### src/rx_seq_pkg.sv
// Package with constants and types for the receive sequencing and status block.
// Assumes a single 40 MHz clock domain and an asynchronous active-low reset.
package rx_seq_pkg;

   // ------------------------------------------------------------------
   // Timeout count encodings
   // ------------------------------------------------------------------
   localparam logic [15:0] TIMEOUT_SINGLE     = 16'h0000;
   localparam logic [15:0] TIMEOUT_CONTINUOUS = 16'hffff;

   // ------------------------------------------------------------------
   // Interrupt flag bit positions
   // ------------------------------------------------------------------
   localparam int          FLAG_W         = 4;
   localparam int          FLAG_RX_DONE   = 0;
   localparam int          FLAG_SYNC      = 1;
   localparam int          FLAG_CHECKSUM  = 2;
   localparam int          FLAG_TIMEOUT   = 3;
   localparam int          LINE_N         = 3;

   // ------------------------------------------------------------------
   // Status byte field positions and codes
   // ------------------------------------------------------------------
   localparam int          RXS_BUSY       = 0;
   localparam int          RXS_DONE       = 1;
   localparam int          RXS_HEADER     = 2;
   localparam int          RXS_ABORT      = 3;
   localparam int          RXS_CHECKSUM   = 4;
   localparam int          RXS_OVERSIZE   = 5;
   localparam int          RXS_SYNC       = 6;
   localparam int          TXS_SENT       = 0;
   localparam logic [2:0]  MATCH_NONE     = 3'h0;
   localparam logic [2:0]  MATCH_WORD1    = 3'h1;
   localparam logic [2:0]  MATCH_WORD2    = 3'h2;
   localparam logic [2:0]  MATCH_WORD3    = 3'h4;
   localparam logic [7:0]  BYTE_RESET     = 8'h00;

   // Receive sequencer states.
   typedef enum logic [1:0] {ST_STANDBY, ST_SEARCH, ST_PACKET} rx_state_t;

endpackage
### src/rx_seq.sv
// Receive sequencing, interrupt flags and packet status for a packet radio.
// Assumes the demodulator supplies one-cycle event pulses on the same clock.
`timescale 1ns/100ps
module rx_seq
   import rx_seq_pkg::*;
(
   input  wire logic              ref_clk,
   input  wire logic              arst_n,
   input  wire logic              receive_command,
   input  wire logic              standby_command,
   input  wire logic [15:0]       timeout_count,
   input  wire logic              timeout_step,
   input  wire logic              irq_routing_command,
   input  wire logic [FLAG_W-1:0] flag_enable_mask,
   input  wire logic [FLAG_W-1:0] line_a_mask,
   input  wire logic [FLAG_W-1:0] line_b_mask,
   input  wire logic [FLAG_W-1:0] line_c_mask,
   input  wire logic              flag_clear_command,
   input  wire logic [FLAG_W-1:0] flag_select_mask,
   input  wire logic              variable_length,
   input  wire logic              checksum_enable,
   input  wire logic              sync_detect_enable,
   input  wire logic [7:0]        max_length,
   input  wire logic [7:0]        rx_base_offset,
   input  wire logic              sync_event,
   input  wire logic [2:0]        sync_word_hit,
   input  wire logic [7:0]        signal_level,
   input  wire logic              header_event,
   input  wire logic [7:0]        header_length,
   input  wire logic              packet_end,
   input  wire logic [7:0]        packet_length,
   input  wire logic              checksum_ok,
   input  wire logic              abort_event,
   input  wire logic              tx_busy,
   input  wire logic              tx_done_event,
   output logic                   irq_line_a,
   output logic                   irq_line_b,
   output logic                   irq_line_c,
   output logic                   receiving,
   output logic                   rc_standby_state,
   output logic                   packet_drop,
   output logic [7:0]             sync_signal_level,
   output logic [7:0]             rx_status_byte,
   output logic [7:0]             tx_status_byte,
   output logic [7:0]             sync_match_byte,
   output logic [7:0]             received_length,
   output logic [7:0]             received_start_offset
);

   // ------------------------------------------------------------------
   // State
   // ------------------------------------------------------------------
   typedef struct packed {
      rx_state_t         state;
      logic [15:0]       timer;
      logic [15:0]       count;
      logic [FLAG_W-1:0] enable;
      logic [FLAG_W-1:0] map_a;
      logic [FLAG_W-1:0] map_b;
      logic [FLAG_W-1:0] map_c;
      logic [FLAG_W-1:0] flags;
      logic [LINE_N-1:0] lines;
      logic              drop;
      logic [7:0]        level;
      logic [7:0]        rx_stat;
      logic [7:0]        tx_stat;
      logic [7:0]        match;
      logic [7:0]        length;
      logic [7:0]        offset;
      logic              rcv;
      logic              stby;
   } seq_t;

   seq_t s_q;
   seq_t s_d;
   logic [FLAG_W-1:0] ev;
   logic              timed;
   logic              expire;
   logic              oversize;

   // Event decode shared by the sequencer and the flag logic.
   always_comb
   begin
      timed    = (s_q.count != TIMEOUT_SINGLE) && (s_q.count != TIMEOUT_CONTINUOUS);
      expire   = (s_q.state == ST_SEARCH) && timed && timeout_step && (s_q.timer == 16'h0001);
      oversize = variable_length && header_event && (header_length > max_length);
      ev = '0;
      ev[FLAG_RX_DONE]  = (s_q.state == ST_PACKET) && packet_end;
      ev[FLAG_SYNC]     = (s_q.state == ST_SEARCH) && sync_event;
      ev[FLAG_CHECKSUM] = ev[FLAG_RX_DONE] && checksum_enable && !checksum_ok;
      ev[FLAG_TIMEOUT]  = expire;
   end

   // Next state: sequencer, timer, flags and status capture.
   always_comb
   begin
      s_d = s_q;
      if (irq_routing_command)
      begin
         s_d.enable = flag_enable_mask;
         s_d.map_a  = line_a_mask;
         s_d.map_b  = line_b_mask;
         s_d.map_c  = line_c_mask;
      end
      s_d.drop = 1'b0;
      unique case (s_q.state)
         ST_STANDBY:
         begin
            if (receive_command)
            begin
               s_d.state = ST_SEARCH;
               s_d.count = timeout_count;
               s_d.timer = timeout_count;
            end
         end
         ST_SEARCH:
         begin
            if (timed && timeout_step && s_q.timer != 16'h0000)
            begin
               s_d.timer = s_q.timer - 16'h0001;
            end
            if (expire)
            begin
               s_d.state = ST_STANDBY;
            end
            else if (sync_event)
            begin
               s_d.state = ST_PACKET;
               s_d.level = signal_level;
               s_d.match = {5'h00, sync_word_hit};
               s_d.rx_stat = BYTE_RESET;
               s_d.rx_stat[RXS_BUSY] = 1'b1;
               s_d.rx_stat[RXS_SYNC] = sync_detect_enable && (sync_word_hit == MATCH_NONE);
            end
         end
         ST_PACKET:
         begin
            if (header_event && variable_length)
            begin
               s_d.rx_stat[RXS_HEADER] = 1'b1;
            end
            if (oversize)
            begin
               s_d.rx_stat[RXS_OVERSIZE] = 1'b1;
               s_d.rx_stat[RXS_BUSY]     = 1'b0;
               s_d.drop  = 1'b1;
               s_d.state = ST_SEARCH;
            end
            else if (abort_event)
            begin
               s_d.rx_stat[RXS_ABORT] = 1'b1;
               s_d.rx_stat[RXS_BUSY]  = 1'b0;
               s_d.state = ST_SEARCH;
            end
            else if (packet_end)
            begin
               s_d.rx_stat[RXS_DONE]     = 1'b1;
               s_d.rx_stat[RXS_BUSY]     = 1'b0;
               s_d.rx_stat[RXS_CHECKSUM] = checksum_enable && !checksum_ok;
               s_d.length = packet_length;
               s_d.offset = rx_base_offset;
               s_d.state  = (s_q.count == TIMEOUT_CONTINUOUS) ? ST_SEARCH : ST_STANDBY;
            end
         end
      endcase
      if (standby_command)
      begin
         s_d.state = ST_STANDBY;
      end
      if (tx_busy)
      begin
         s_d.rx_stat[RXS_BUSY] = 1'b1;
      end
      if (abort_event && tx_busy)
      begin
         s_d.rx_stat[RXS_ABORT] = 1'b1;
      end
      if (tx_done_event)
      begin
         s_d.tx_stat[TXS_SENT] = 1'b1;
      end
      // Clear first so that a same-cycle event wins.
      s_d.flags = (s_q.flags & ~(flag_clear_command ? flag_select_mask : '0))
                  | (ev & s_q.enable);
      s_d.lines[0] = |(s_d.flags & s_d.map_a);
      s_d.lines[1] = |(s_d.flags & s_d.map_b);
      s_d.lines[2] = |(s_d.flags & s_d.map_c);
      // Mode outputs are registered copies of the next state, so no decode sits behind a pin.
      s_d.rcv  = (s_d.state != ST_STANDBY);
      s_d.stby = (s_d.state == ST_STANDBY);
   end

   // State register.
   always_ff @(posedge ref_clk or negedge arst_n)
   begin
      if (!arst_n)
      begin
         s_q      <= '0;
         s_q.stby <= 1'b1; // Standby is the state left by reset.
      end
      else
      begin
         s_q <= s_d;
      end
   end

   // Output drive straight from the state register.
   assign irq_line_a            = s_q.lines[0];
   assign irq_line_b            = s_q.lines[1];
   assign irq_line_c            = s_q.lines[2];
   assign receiving             = s_q.rcv;
   assign rc_standby_state      = s_q.stby;
   assign packet_drop           = s_q.drop;
   assign sync_signal_level     = s_q.level;
   assign rx_status_byte        = s_q.rx_stat;
   assign tx_status_byte        = s_q.tx_stat;
   assign sync_match_byte       = s_q.match;
   assign received_length       = s_q.length;
   assign received_start_offset = s_q.offset;

   // ------------------------------------------------------------------
   // Assertions
   // ------------------------------------------------------------------
   property p_done_flag;
      @(posedge ref_clk) disable iff (!arst_n)
      (ev[FLAG_RX_DONE] && s_q.enable[FLAG_RX_DONE]) |=> s_q.flags[FLAG_RX_DONE];
   endproperty
   a_done_flag: assert property (p_done_flag) else $error("done flag not set");

   property p_sync_flag;
      @(posedge ref_clk) disable iff (!arst_n)
      (s_q.state == ST_SEARCH && sync_event && !expire && s_q.enable[FLAG_SYNC]) |=> s_q.flags[FLAG_SYNC];
   endproperty
   a_sync_flag: assert property (p_sync_flag) else $error("sync flag not set");

   property p_line_a;
      @(posedge ref_clk) disable iff (!arst_n)
      ##1 (irq_line_a == |(s_q.flags & s_q.map_a));
   endproperty
   a_line_a: assert property (p_line_a) else $error("line a not OR of flags");

   property p_single_end;
      @(posedge ref_clk) disable iff (!arst_n)
      (s_q.state == ST_PACKET && packet_end && !oversize && !abort_event && !standby_command
       && s_q.count != TIMEOUT_CONTINUOUS) |=> rc_standby_state;
   endproperty
   a_single_end: assert property (p_single_end) else $error("no standby after packet");

   property p_cont;
      @(posedge ref_clk) disable iff (!arst_n)
      (s_q.state == ST_PACKET && packet_end && !standby_command && s_q.count == TIMEOUT_CONTINUOUS)
      |=> (s_q.state == ST_SEARCH);
   endproperty
   a_cont: assert property (p_cont) else $error("continuous receive stopped");

   property p_timer_hold;
      @(posedge ref_clk) disable iff (!arst_n)
      (s_q.state == ST_PACKET) |=> $stable(s_q.timer);
   endproperty
   a_timer_hold: assert property (p_timer_hold) else $error("timer ran during packet");

   property p_clear;
      @(posedge ref_clk) disable iff (!arst_n)
      (flag_clear_command && flag_select_mask[FLAG_SYNC] && !ev[FLAG_SYNC]) |=> !s_q.flags[FLAG_SYNC];
   endproperty
   a_clear: assert property (p_clear) else $error("flag not cleared");

   property p_sticky;
      @(posedge ref_clk) disable iff (!arst_n)
      (s_q.flags[FLAG_TIMEOUT] && !(flag_clear_command && flag_select_mask[FLAG_TIMEOUT]))
      |=> s_q.flags[FLAG_TIMEOUT];
   endproperty
   a_sticky: assert property (p_sticky) else $error("flag dropped without clear");

   property p_length;
      @(posedge ref_clk) disable iff (!arst_n)
      (s_q.state == ST_PACKET && packet_end && !oversize && !abort_event)
      |=> (received_length == $past(packet_length));
   endproperty
   a_length: assert property (p_length) else $error("length not captured");

   property p_drop;
      @(posedge ref_clk) disable iff (!arst_n)
      (s_q.state == ST_PACKET && oversize) |=> (packet_drop && rx_status_byte[RXS_OVERSIZE]);
   endproperty
   a_drop: assert property (p_drop) else $error("oversize not dropped");

   c_timeout: cover property (@(posedge ref_clk) disable iff (!arst_n) expire);
   c_cont:    cover property (@(posedge ref_clk) disable iff (!arst_n)
                              s_q.count == TIMEOUT_CONTINUOUS && ev[FLAG_RX_DONE]);
   c_crc:     cover property (@(posedge ref_clk) disable iff (!arst_n) ev[FLAG_CHECKSUM]);
   c_both:    cover property (@(posedge ref_clk) disable iff (!arst_n) flag_clear_command && |ev);

endmodule

### config.mk
export PLATFORM = sky130hd
export DESIGN_NAME = rx_seq
export DESIGN_NICKNAME = d
export VERILOG_FILES = /design/src/rx_seq_pkg.sv /design/src/rx_seq.sv
export SDC_FILE = /design/constraint.sdc
export NUM_CORES = 1
export LEC_CHECK = 0
export ABC_AREA = 1
export BUFFER_PORTS_ARGS = -buffer_cell sky130_fd_sc_hd__buf_2
export CELL_PAD_IN_SITES_DETAIL_PLACEMENT = 0
export CELL_PAD_IN_SITES_GLOBAL_PLACEMENT = 1
export CORE_UTILIZATION = 42
export CTS_BUF_LIST = sky130_fd_sc_hd__clkbuf_8
export CTS_CLUSTER_DIAMETER = 50
export DETAILED_ROUTE_END_ITERATION = 8
export PLACE_DENSITY = 0.95
export SLEW_MARGIN = 20
export SYNTH_ARGS = -nofsm -noshare
export SYNTH_HDL_FRONTEND = slang
export SYNTH_SLANG_ARGS = --single-unit
### constraint.sdc
create_clock -name ref_clk -period 2.95 [get_ports ref_clk]
set_clock_uncertainty 0.15 [all_clocks]
set_input_delay 0.59 -clock ref_clk [delete_from_list [all_inputs] [get_ports ref_clk]]
set_output_delay 0.59 -clock ref_clk [all_outputs]
set_load 0.02 [all_outputs]
Word level (Yosys, flattened, before mapping)
Index checks and enable logic that the tools add are counted.

storage, ports and cells
  flip-flop bits (word level) = 95
  input bits = 96
  logic and storage cells = 125

cells by class
  add/sub/neg operators = 1
  magnitude comparators = 1
  equal/unequal tests = 21
  multiplexer cells = 31
  bitwise gates (word level) = 10
  reduce and logical (&&, ||, !) cells = 38

operators with widths
  kind                     count
  $mux W34                 1
  $pmux W16 S2             1
  $reduce_bool A16 Y1      2
  $and A4 B4 Y4            5
  $eq A16 B1 Y1 const B    1
  $eq A16 B16 Y1 const B   1
  $mux W16                 1
  $mux W2                  8
  $ne A16 B16 Y1 const B   1
  $reduce_and A4 Y1        4
  $sub A16 B1 Y16 const B  1
  $logic_and A1 B1 Y1      15
  $mux W1                  14
  $ne A2 B2 Y1 const B     7
  $mux W12                 1
  $mux W6                  2
  $ne A3 B2 Y1 const B     4
  $pmux W6 S2              1
  $reduce_or A4 Y1         3
  $gt A8 B8 Y1             1
  $ne A3 B3 Y1 const B     2
  $pmux W2 S3              1
  $reduce_and A3 Y1        2
  $reduce_and A6 Y1        1
  other kinds (15)         22

Logic depth before layout (Yosys ltp)
Gate-level depths: netlist (run 1).

  depth in word-level cells = 9
  depth in mapped cells = 15
  depth with buffers taken out = 15

Worst setup path after synthesis (run 1)
Ideal clock, no wire load.

  kind = input -> register
  start = in max_length[7]
  end = reg s_q (netlist bit received_length[0])
  data arrival time = 1.900 ns
  required time = 2.670 ns
  slack = 0.770 ns
  cell stages on the path = 10
  path buffers = 1
  cells stage by stage = inv_1 > ha_1 > a21o_1 > nor2_1 > nand2_1 > nand2_1 > nand2_1 > nor3_2 > clkbuf_1 > o21ai_0

on the way
  cells in the longest elaborated chain, start to end = 4

ends and longest elaborated chain
  element                      RTL line      text
  start, declared              rx_seq.sv:23  input wire logic [7:0] max_length,
  $gt A8 B8 Y1                 rx_seq.sv:86  oversize = variable_length && header_event && (header_length > max_length);
  $logic_and A1 B1 Y1          rx_seq.sv:86
  $not A1 Y1 (no line)         n/a
  $reduce_and A4 Y1 (no line)  n/a
  end, declared                rx_seq.sv:74  seq_t s_q;

Every way passes these cells.
A chain may end at the register's enable or synchronous reset.

Final worst setup path (run 1)
  start = reg s_q[107] (netlist name)
  end = reg s_q[97] (netlist name)

on the way
  cells in the longest elaborated chain, start to end = 3
  elaborated cells on any way between the ends = 7
  classes of those cells = eq/ne (3); mux (1); reduce/logical (3)

ends and longest elaborated chain
  element                                           RTL line       text
  $eq A2 B1 Y1 or $logic_not A2 Y1 (tied branches)  rx_seq.sv:106  unique case (s_q.state)
  $ne A2 B1 Y1 (no line) (tied with other cells)    n/a
  $reduce_and A3 Y1 (no line)                       n/a

Several ways; a longest one is shown, not always the timed one.

==> flow_metrics.env, run 1 <==
export IMPL_ir_drop_mv=0.4551
export IMPL_required_ns=3.06
export IMPL_rows=40
export IMPL_hold_class="in -> async"
export IMPL_ctsHoldBuffers=0
export IMPL_reg2reg_slack_ns=0.49
export IMPL_dieWidth_um=113.4
export IMPL_worstSkewPairLatency_ns=0.37
export IMPL_netlist_instances=643
export IMPL_clkSinkCount=95
export IMPL_area_growth_pct=14.04
export IMPL_final_util_pct=49.29
export IMPL_setup_viol=0
export IMPL_worstMarginPinSlew_ns=0.7424
export IMPL_p_clk_share_pct=16.6
export IMPL_synth_area_top_cells="dfrtp_1 (45%), nand2_1 (13%), buf_4 (6.9%)"
export IMPL_min_period_ns=2.457
export IMPL_ys_seq_area_share_pct=45.62
export IMPL_cap_violations=0
export IMPL_startpoint_type="register"
export IMPL_drv_slew=0
export IMPL_max_slew_margin_pct=50.39
export IMPL_wire_per_inst_um=12.37
export IMPL_place_congestion=0.8122
export IMPL_initial_core_util_pct=43.23
export IMPL_avgSynthCellArea_um2=8.108
export IMPL_wl_um=11330
export IMPL_clockBufferDepth=2
export IMPL_max_freq_mhz=407.0
export IMPL_critPathMaxFanout=28
export IMPL_post_cts_setup_buffers=0
export IMPL_pwr_share_seq_pct=39.3
export IMPL_dp_hpwl_um=8600
export IMPL_grt_max_degree=61
export IMPL_pin_count=150
export IMPL_critical_path_arrival_ns=2.57
export IMPL_status="complete, no violations"
export IMPL_synth_distinct_cells=41
export IMPL_yosys_area_top_type_share_pct=45.12
export IMPL_cts_tree="done"
export IMPL_comb_power_share_pct=44.1
export IMPL_synthesis_area_um2=5214
export IMPL_p_sw_w=0.002309
export IMPL_yosysMostFrequentCell="nand2_1"
export IMPL_power_density_nw_per_um2=899.8
export IMPL_power_leakage_nw=3.189
export IMPL_hold_viol=0
export IMPL_drt_iter0_markers=272
export IMPL_slowest_delay_ns=0.48
export IMPL_total_power_w=0.005350
export IMPL_io_buffers=136
export IMPL_rr_endpoint="s_q[97]"
export IMPL_antenna_left=0
export IMPL_place_inst=900
export IMPL_ctsHtreeMaxLevel=3
export IMPL_cts_made_buffers=9
export IMPL_grt_pass1_wl_um=18740
export IMPL_core_um2=12060
export IMPL_ys_ff_latch=95
export IMPL_hold_slack_ns=0.01249
export IMPL_drcViolationCount=0
export IMPL_grt_pass1_vias=3982
export IMPL_path_class="reg -> reg"
export IMPL_ys_top_cells_by_count="nand2_1 (187), dfrtp_1 (94), inv_1 (78), nor2_1 (50), buf_4 (48)"
export IMPL_fin_setup_tns_ns=0
export IMPL_post_cts_resized=0
export IMPL_viasPerCell=4.572
export IMPL_fp_dieArea_um2=12860
export IMPL_final_layout_size_suffix_gt1_share_pct=25.67
export IMPL_vias=4188
export IMPL_synth_top_cell_by_area="dfrtp_1"
export IMPL_crit_chain="inv_1 > ha_1 > nand2_1 > nor2_1 > nand4_2 > nand2_4 > o21ai_0 > nand2_1 > nand2_1"
export IMPL_clk_pin_slew_ns=0.09
export IMPL_switching_share_pct=43.15
export IMPL_end_kind="register"
export IMPL_slowest_stage="ha_1"
export IMPL_crit_reg2reg_launch="s_q[107]"
export IMPL_ys_warn_count=0
export IMPL_cp_common_cell="nand2_1"
export IMPL_p_int_w=0.003041
export IMPL_fin_crit_sh_pct=83.28
export IMPL_cts_root_buf="clkbuf_8"
export IMPL_num_fill_cells=1187
export IMPL_track_usage_pct=18.61
export IMPL_reg2regPathDepth=9
export IMPL_antenna_cells=0
export IMPL_synth_ff_type="dfrtp_1"
export IMPL_antenna_found_initial=0
export IMPL_fin_cells=916
export IMPL_rsz0062_at_grt="false"
export IMPL_synth_edf_count=0
export IMPL_firstDrtPassIters=5
export IMPL_grt_overflow=0
export IMPL_nets=853
export IMPL_async_reset_ff_share_pct=100.0
export IMPL_die_h_um=113.4
[per-layer routing]
metal  up-vias  share of wire [%]  global-route usage, %
li1       2165                  -                      -
met1      1876                 46                  23.61
met2       131                 46                  30.43
met3        16                5.9                  5.260
met4         0                2.1                  6.667
met5         -                  0                      0
[how the worst max path moves through the flow]
stage / startpoint / end / slack (ns) / cells after the start
after floorplan: max_length[7] / received_length[0] / 0.77 / 10
after global placement: max_length[3] / received_length[6] / 0.58 / 14
after detailed placement: s_q[107] / s_q[97] / 0.50 / 9
after CTS: s_q[107] / s_q[97] / 0.48 / 9
after global routing: s_q[107] / s_q[97] / 0.21 / 9
final: s_q[107] / s_q[97] / 0.49 / 9
[power by group through the flow]
stage	Combinational, W	Sequential [W]	Clock [W]
2_1_floorplan	0.00206	0.00209	0
3_3_place_gp	0.00234	0.00211	0
3_5_place_dp	0.00238	0.00212	0
4_1_cts	0.00238	0.00210	0.000926
5_1_grt	0.00270	0.00217	0.000969
6_report	0.00236	0.00210	0.000886
[metrics by stage]
step / setup WS, ns / instance area, µm²
3_5_place_dp: 0.5027 / 5739
2_1_floorplan: 0.7702 / 5259
4_1_cts: 0.4844 / 5946
6_report: 0.4931 / 5946
5_1_grt: 0.2122 / 5946
3_3_place_gp: 0.5800 / 5739
[state kept, by name (all words and copies together) (netlist names), 3 cells and up]
register               flops
received_length            8
received_start_offset      8
rx_status_byte             7
s_q                       54
sync_match_byte            3
sync_signal_level          8
[final cells by class]
| class | count | area (µm²) | area share [%] |
|---|---|---|---|
| sequential | 95 | 2379 | 40.00 |
| multi-input combinational | 415 | 2121 | 35.67 |
| timing repair buffer | 139 | 718.2 | 12.08 |
| inverter | 83 | 311.5 | 5.240 |
| tap | 168 | 210.2 | 3.535 |
| clock buffer | 10 | 137.6 | 2.315 |
| clock inverter | 6 | 68.82 | 1.157 |
[kinds of logic after synthesis]
family	share of synthesized area (%)
flops	45.62
compound gates	9.576
simple gates	21.86
other cells	0.07193
fa+ha+maj	3.360
xor+xnor	0.8401
buf+inv	14.57
mux	4.104
[worst max-delay path: cells and delay by family (launching register included)]
family / cells / cell delay [ns]
AND/OR/NAND/NOR: 6 / 1.02
flip-flops: 1 / 0.42
AO/OA/AOI/OAI: 1 / 0.15
adder cells (fa/ha/maj): 1 / 0.48
buffers and inverters: 1 / 0.12
[cell usage in the layout, fill, tap and decap left out, drive strengths merged]
cell type  instances
bufinv             1
a22oi              5
o22ai              4
a21oi             19
clkbuf            10
nor3               5
clkinvlp           2
o21bai             1
nand3             20
dfstp              1
clkinv             1
o31ai              1
xnor2              2
buf              139
nand2            190
conb              13
o41ai              1
nor2              55
a31oi              2
nand4              4
xor2               3
a22o               2
ha                14
o21ai             51
dfrtp             94
mux2              19
or2                1
a21o               1
o32ai              2
inv               85
Note: power is estimated with default switching activity, not from simulation.
==> inputs of run 2 (changes only) <==
- CORE_UTILIZATION: 42 -> 39
- PLACE_DENSITY: 0.95 -> 0.92
- clock period: 2.95 -> 2.6 ns (I/O delays scaled with it)
==> run 2 against run 1 <==
Effect of this change:
- flip-flop and latch count did not move
- worst hold slack improved by 0.17 ns
- maximum frequency is 13% higher
- highest routed layer unchanged
- first-iteration DRC count shrank 39%
- total power is 16% higher
- setup slack worse by 0.069 ns
- die area rose by 7.6%
- largest cell class unchanged
- clock-buffer cell count unchanged
- register-to-register slack worse by 0.07 ns
==> flow_metrics.env, run 2 (same netlist as run 1, synthesis figures left out) <==
export IMPL_status="complete, no violations"
export IMPL_viasPerCell=4.547
export IMPL_antenna_left=0
export IMPL_path_class="reg -> reg"
export IMPL_drcViolationCount=0
export IMPL_max_slew_margin_pct=60.03
export IMPL_clkSinkCount=95
export IMPL_critPathMaxFanout=13
export IMPL_cap_violations=0
export IMPL_initial_core_util_pct=40.65
export IMPL_fin_crit_sh_pct=83.67
export IMPL_layout_commonest_cell="nand2_1"
export IMPL_startpoint_type="register"
export IMPL_final_util_pct=47.06
export IMPL_grt_pass1_wl_um=19150
export IMPL_cts_tree="done"
export IMPL_dieWidth_um=117.6
export IMPL_setup_viol=0
export IMPL_hold_viol=0
export IMPL_area_growth_pct=15.77
export IMPL_antenna_cells=0
export IMPL_ir_drop_mv=0.4862
export IMPL_min_period_ns=2.175
export IMPL_rows=41
export IMPL_largest_register="s_q"
export IMPL_fp_dieArea_um2=13830
export IMPL_io_buffers=136
export IMPL_ctsHtreeMaxLevel=3
export IMPL_worstMarginPinSlew_ns=0.5995
export IMPL_post_cts_resized=0
export IMPL_wire_per_inst_um=12.60
export IMPL_vias=4215
export IMPL_power_leakage_nw=3.232
export IMPL_wl_um=11680
export IMPL_grt_pass1_vias=4001
export IMPL_slowest_delay_ns=0.42
export IMPL_crit_chain="inv_1 > ha_1 > buf_4 > inv_1 > nor2_1 > inv_1 > nor2_1 > nand2_1 > nand3_1 > nand2_1 > nand2_1"
export IMPL_power_density_nw_per_um2=1026
export IMPL_clockBufferDepth=2
export IMPL_fin_setup_tns_ns=0
export IMPL_hold_class="in -> reg"
export IMPL_num_fill_cells=1332
export IMPL_core_um2=12820
export IMPL_firstDrtPassIters=4
export IMPL_largest_reg_flops=54
export IMPL_clk_pin_slew_ns=0.10
export IMPL_slowest_stage="dfrtp_1"
export IMPL_rsz0062_at_grt="false"
export IMPL_place_congestion=0.8175
export IMPL_post_cts_setup_buffers=0
export IMPL_cts_made_buffers=9
export IMPL_cts_root_buf="clkbuf_8"
export IMPL_layout_common_cells="nand2_1 (187), buf_2 (135), dfrtp_1 (94), inv_1 (78), nor2_1 (50)"
export IMPL_die_h_um=117.6
export IMPL_nets=861
export IMPL_end_kind="register"
export IMPL_drv_slew=0
export IMPL_required_ns=2.68
export IMPL_critical_path_arrival_ns=2.26
export IMPL_antenna_found_initial=0
export IMPL_grt_overflow=0
export IMPL_max_freq_mhz=459.7
export IMPL_drt_iter0_markers=166
export IMPL_dp_hpwl_um=9055
export IMPL_grt_max_degree=48
export IMPL_final_layout_size_suffix_gt1_share_pct=26.36
export IMPL_pin_count=150
export IMPL_worstSkewPairLatency_ns=0.38
export IMPL_ctsHoldBuffers=1
export IMPL_track_usage_pct=17.39
[run 2: cell types whose count changed in the layout (fill, tap and decap cells not counted), sizes merged]
cell / previous run / this run
inv: 85 / 84
buf: 139 / 146
clkinvlp: 2 / 1
clkinv: 1 / 2
dlygate4sd3: 0 / 1
[run 2: power by group]
| group | internal (W) | switching, W |
|---|---|---|
| Combinational | 0.00102 | 0.00178 |
| Clock | 0.000477 | 0.000529 |
| Sequential | 0.00204 | 0.000350 |
[run 2: through the flow]
stage               setup WS, ns  hold WS (ns)  area (µm²)  total power [W]  cells
finish                    0.4245        0.1864        6036         0.006190    927
global route              0.2229        0.1576        6036         0.006697    927
CTS                       0.4230        0.1587        6036         0.006261    927
detailed placement        0.3419        0.3125        5822         0.005219    911
global placement          0.3946        0.2923        5822         0.005158    911
floorplan                 0.4902       0.07441        5259         0.004704    655
[run 2: area by class of cell]
class	instances	area [µm²]	area share, %
Sequential cell	95	2379	39.41
Clock buffer	10	137.6	2.280
Multi-Input combinational cell	415	2121	35.14
Inverter	83	311.5	5.162
Tap cell	172	215.2	3.565
Clock inverter	5	66.31	1.099
Timing Repair Buffer	147	805.8	13.35
[run 2: layer usage]
layer / GRT usage, % / wire length, µm / up-vias / part of all wire (%)
met2: 29.01 / 5572 / 123 / 48
met1: 22.10 / 5371 / 1903 / 46
li1: - / - / 2176 / -
met5: 0 / 0 / - / 0
met3: 4.021 / 557 / 13 / 4.8
met4: 5.769 / 182 / 0 / 1.6
[run 2: worst max-delay path, delay by kind of cell (launching register included)]
kind | cells | cell delay (ns)
buffers and inverters | 4 | 0.79
AND/OR/NAND/NOR | 6 | 0.45
flip-flops | 1 | 0.42
adder cells (fa/ha/maj) | 1 | 0.22
[run 2: final timing paths]
check                             startpoint              endpoint  slack, ns  cells after the start
max                                 s_q[107]             receiving       0.42                     11
min                          signal_level[2]  sync_signal_level[2]       0.19                      3
max reg2reg                         s_q[107]             receiving       0.42                     11
min reg2reg                rx_status_byte[0]     rx_status_byte[0]       0.33                      2
max in group asynchronous             arst_n               s_q[57]       1.11                      3
min in group asynchronous             arst_n  sync_signal_level[6]       0.54                      2
==> inputs of run 3 (changes only) <==
- ABC_AREA: 1 -> 0
- CORE_UTILIZATION: 39 -> 41
- clock period: 2.6 -> 2.2 ns (I/O delays scaled with it)
==> run 3 against run 2 <==
Effect of this change:
- the flow now finishes with violations (negative setup slack)
- maximum frequency fell by 2.4%
- global-route usage rose by 1.3 points
- flip-flop and latch count did not move
- non-clock buffer count rose by 46
- critical path type unchanged
==> flow_metrics.env, run 3 <==
export IMPL_status="finished with violations"
export IMPL_violations="negative setup slack"
export IMPL_layout_commonest_cell="buf_2"
export IMPL_rows=40
export IMPL_startpoint_type="register"
export IMPL_setup_slack_ns=-0.02980
export IMPL_grt_pass1_wl_um=18780
export IMPL_core_um2=11960
export IMPL_crit_chain="nand4_1 > or4_4 > o2111ai_2 > a21boi_4 > buf_12 > o21ba_2 > o22ai_2"
export IMPL_max_freq_mhz=448.5
export IMPL_cts_tree="done"
export IMPL_critPathMaxFanout=10
export IMPL_wire_per_inst_um=15.45
export IMPL_slowest_stage="or4_4"
export IMPL_avgSynthCellArea_um2=11.15
export IMPL_drv_slew=0
export IMPL_fin_cells=756
export IMPL_clkSinkCount=95
export IMPL_setup_viol=5
export IMPL_path_class="reg -> reg"
export IMPL_final_util_pct=53.06
export IMPL_ys_ff_latch=95
export IMPL_antenna_cells=0
export IMPL_grt_pass1_vias=3895
export IMPL_rsz0062_at_grt="true"
export IMPL_dp_hpwl_um=8878
export IMPL_hold_slack_ns=0.1051
export IMPL_initial_core_util_pct=42.03
export IMPL_slowest_delay_ns=0.62
export IMPL_netlist_instances=451
export IMPL_place_congestion=0.9098
export IMPL_cap_violations=0
export IMPL_largest_reg_flops=54
export IMPL_drcViolationCount=0
export IMPL_required_ns=2.33
export IMPL_ys_seq_area_share_pct=47.31
export IMPL_async_reset_ff_share_pct=100.0
export IMPL_antenna_left=0
export IMPL_place_inst=734
export IMPL_largest_register="s_q"
export IMPL_area_growth_pct=26.26
export IMPL_synth_edf_count=0
export IMPL_yosys_area_top_type_share_pct=46.79
export IMPL_layout_common_cells="buf_2 (135), dfrtp_1 (94), buf_4 (52), mux2_2 (44), nand2_1 (24)"
export IMPL_antenna_found_initial=0
export IMPL_fp_dieArea_um2=12710
export IMPL_synth_distinct_cells=65
export IMPL_vias=3961
export IMPL_synthesis_area_um2=5027
export IMPL_critical_path_arrival_ns=2.36
export IMPL_num_fill_cells=1056
export IMPL_cts_made_buffers=9
export IMPL_power_leakage_nw=3.043
export IMPL_clockBufferDepth=2
export IMPL_synth_ff_type="dfrtp_1"
export IMPL_total_power_w=0.006323
export IMPL_cts_root_buf="clkbuf_8"
export IMPL_firstDrtPassIters=4
export IMPL_end_kind="register"
export IMPL_min_period_ns=2.230
export IMPL_synth_area_top_cells="dfrtp_1 (47%), mux2_2 (12%), buf_4 (7.5%)"
export IMPL_ys_warn_count=0
export IMPL_grt_max_degree=52
export IMPL_dieWidth_um=112.7
export IMPL_die_h_um=112.7
export IMPL_seqCellArea_um2=2379
export IMPL_drt_iter0_markers=209
export IMPL_grt_overflow=0
export IMPL_power_density_nw_per_um2=996.1
export IMPL_hold_viol=0
export IMPL_hold_class="in -> reg"
export IMPL_final_layout_size_suffix_gt1_share_pct=49.92
export IMPL_clk_pin_slew_ns=0.10
export IMPL_ctsHtreeMaxLevel=3
export IMPL_ys_top_cells_by_count="dfrtp_1 (94), mux2_2 (53), buf_4 (50), inv_1 (25), nand2_1 (24)"
export IMPL_io_buffers=136
export IMPL_ir_drop_mv=0.3551
export IMPL_worstSkewPairLatency_ns=0.37
export IMPL_wl_um=11680
export IMPL_pre_cts_slack_ns=-0.2856
export IMPL_yosysMostFrequentCell="dfrtp_1"
export IMPL_nets=714
export IMPL_fin_crit_sh_pct=101.4
export IMPL_synth_top_cell_by_area="dfrtp_1"
export IMPL_viasPerCell=5.239
export IMPL_multi_input_comb_area_um2=2335
export IMPL_track_usage_pct=18.68
export IMPL_pin_count=150
run 3: cell types whose count changed in the layout (fill, tap and decap cells not counted), moves of 11 or more:
| cell | delta |
|---|---|
| buf_4 | +44 |
| inv_1 | -55 |
| mux2_2 | +25 |
| mux2_4 | +11 |
| nand2_1 | -163 |
| nand3_1 | -18 |
| nor2_1 | -35 |
| o21ai_0 | -24 |
run 3: kinds of logic (layout without fill, tap and decap cells):
kind of cell / after synthesis / after routing / share of synthesized area, %
AO/OA/AOI/OAI: 97 / 97 / 13.66
flip-flops: 95 / 95 / 47.31
AND/OR/NAND/NOR: 92 / 93 / 10.75
buffers and inverters: 90 / 235 / 10.93
multiplexers: 61 / 61 / 13.61
adder cells (fa/ha/maj): 14 / 14 / 3.484
other: 1 / 13 / 0.07459
XOR/XNOR: 1 / 1 / 0.1742
run 3: path summary, 6_finish.rpt:
check | startpoint | cells past startpoint | end | slack, ns
worst max-delay path | s_q[79] | 7 | s_q[104] | -0.03
worst min-delay path | tx_done_event | 2 | tx_status_byte[0] | 0.11
worst max register to register | s_q[79] | 7 | s_q[104] | -0.03
worst min register to register | tx_status_byte[0] | 1 | tx_status_byte[0] | 0.35
max in group asynchronous | arst_n | 3 | rc_standby_state | 0.87
min in group asynchronous | arst_n | 2 | s_q[68] | 0.37
run 3: layout make-up:
class                           count  area share, %
Sequential cell                    95          37.47
Multi-Input combinational cell    279          36.78
Timing Repair Buffer              193          18.39
Tap cell                          147          2.898
Clock buffer                        9          1.952
Inverter                           26          1.616
Clock inverter                      7         0.8870
run 3: repair_timing:
action,4_1_cts,5_1_grt
pin swaps,2,5
cloned,0,1
gates resized for setup,5,17
hold buffers,1,0
setup endpoints to repair,29,43
hold endpoints to repair,24,0
setup buffers,2,2
run 3: per-layer routing:
layer	global-route usage, %	share of wire (%)
met3	4.392	5.2
met2	30.74	48
met4	8.444	3.1
met1	23.42	44
met5	0	0
run 3: per-stage QoR:
stage / cell area, µm² / setup TNS, ns
floorplan: 5160 / -1.887
global placement: 6016 / -4.016
detailed placement: 6016 / -5.634
CTS: 6238 / -0.1686
global route: 6347 / -2.505
finish: 6347 / -0.09813
run 3: critical path: cells and delay by family, from the launching register on:
| family | cells | cell delay [ns] |
|---|---|---|
| buffers and inverters | 1 | 0.15 |
| AND/OR/NAND/NOR | 2 | 0.77 |
| AO/OA/AOI/OAI | 4 | 0.71 |
| flip-flops | 1 | 0.37 |
run 3: where the power goes:
group | total [W] | switching (W) | internal, W
Clock | 0.00106 | 0.000637 | 0.000424
Combinational | 0.00264 | 0.00139 | 0.00125
Sequential | 0.00262 | 0.000358 | 0.00227
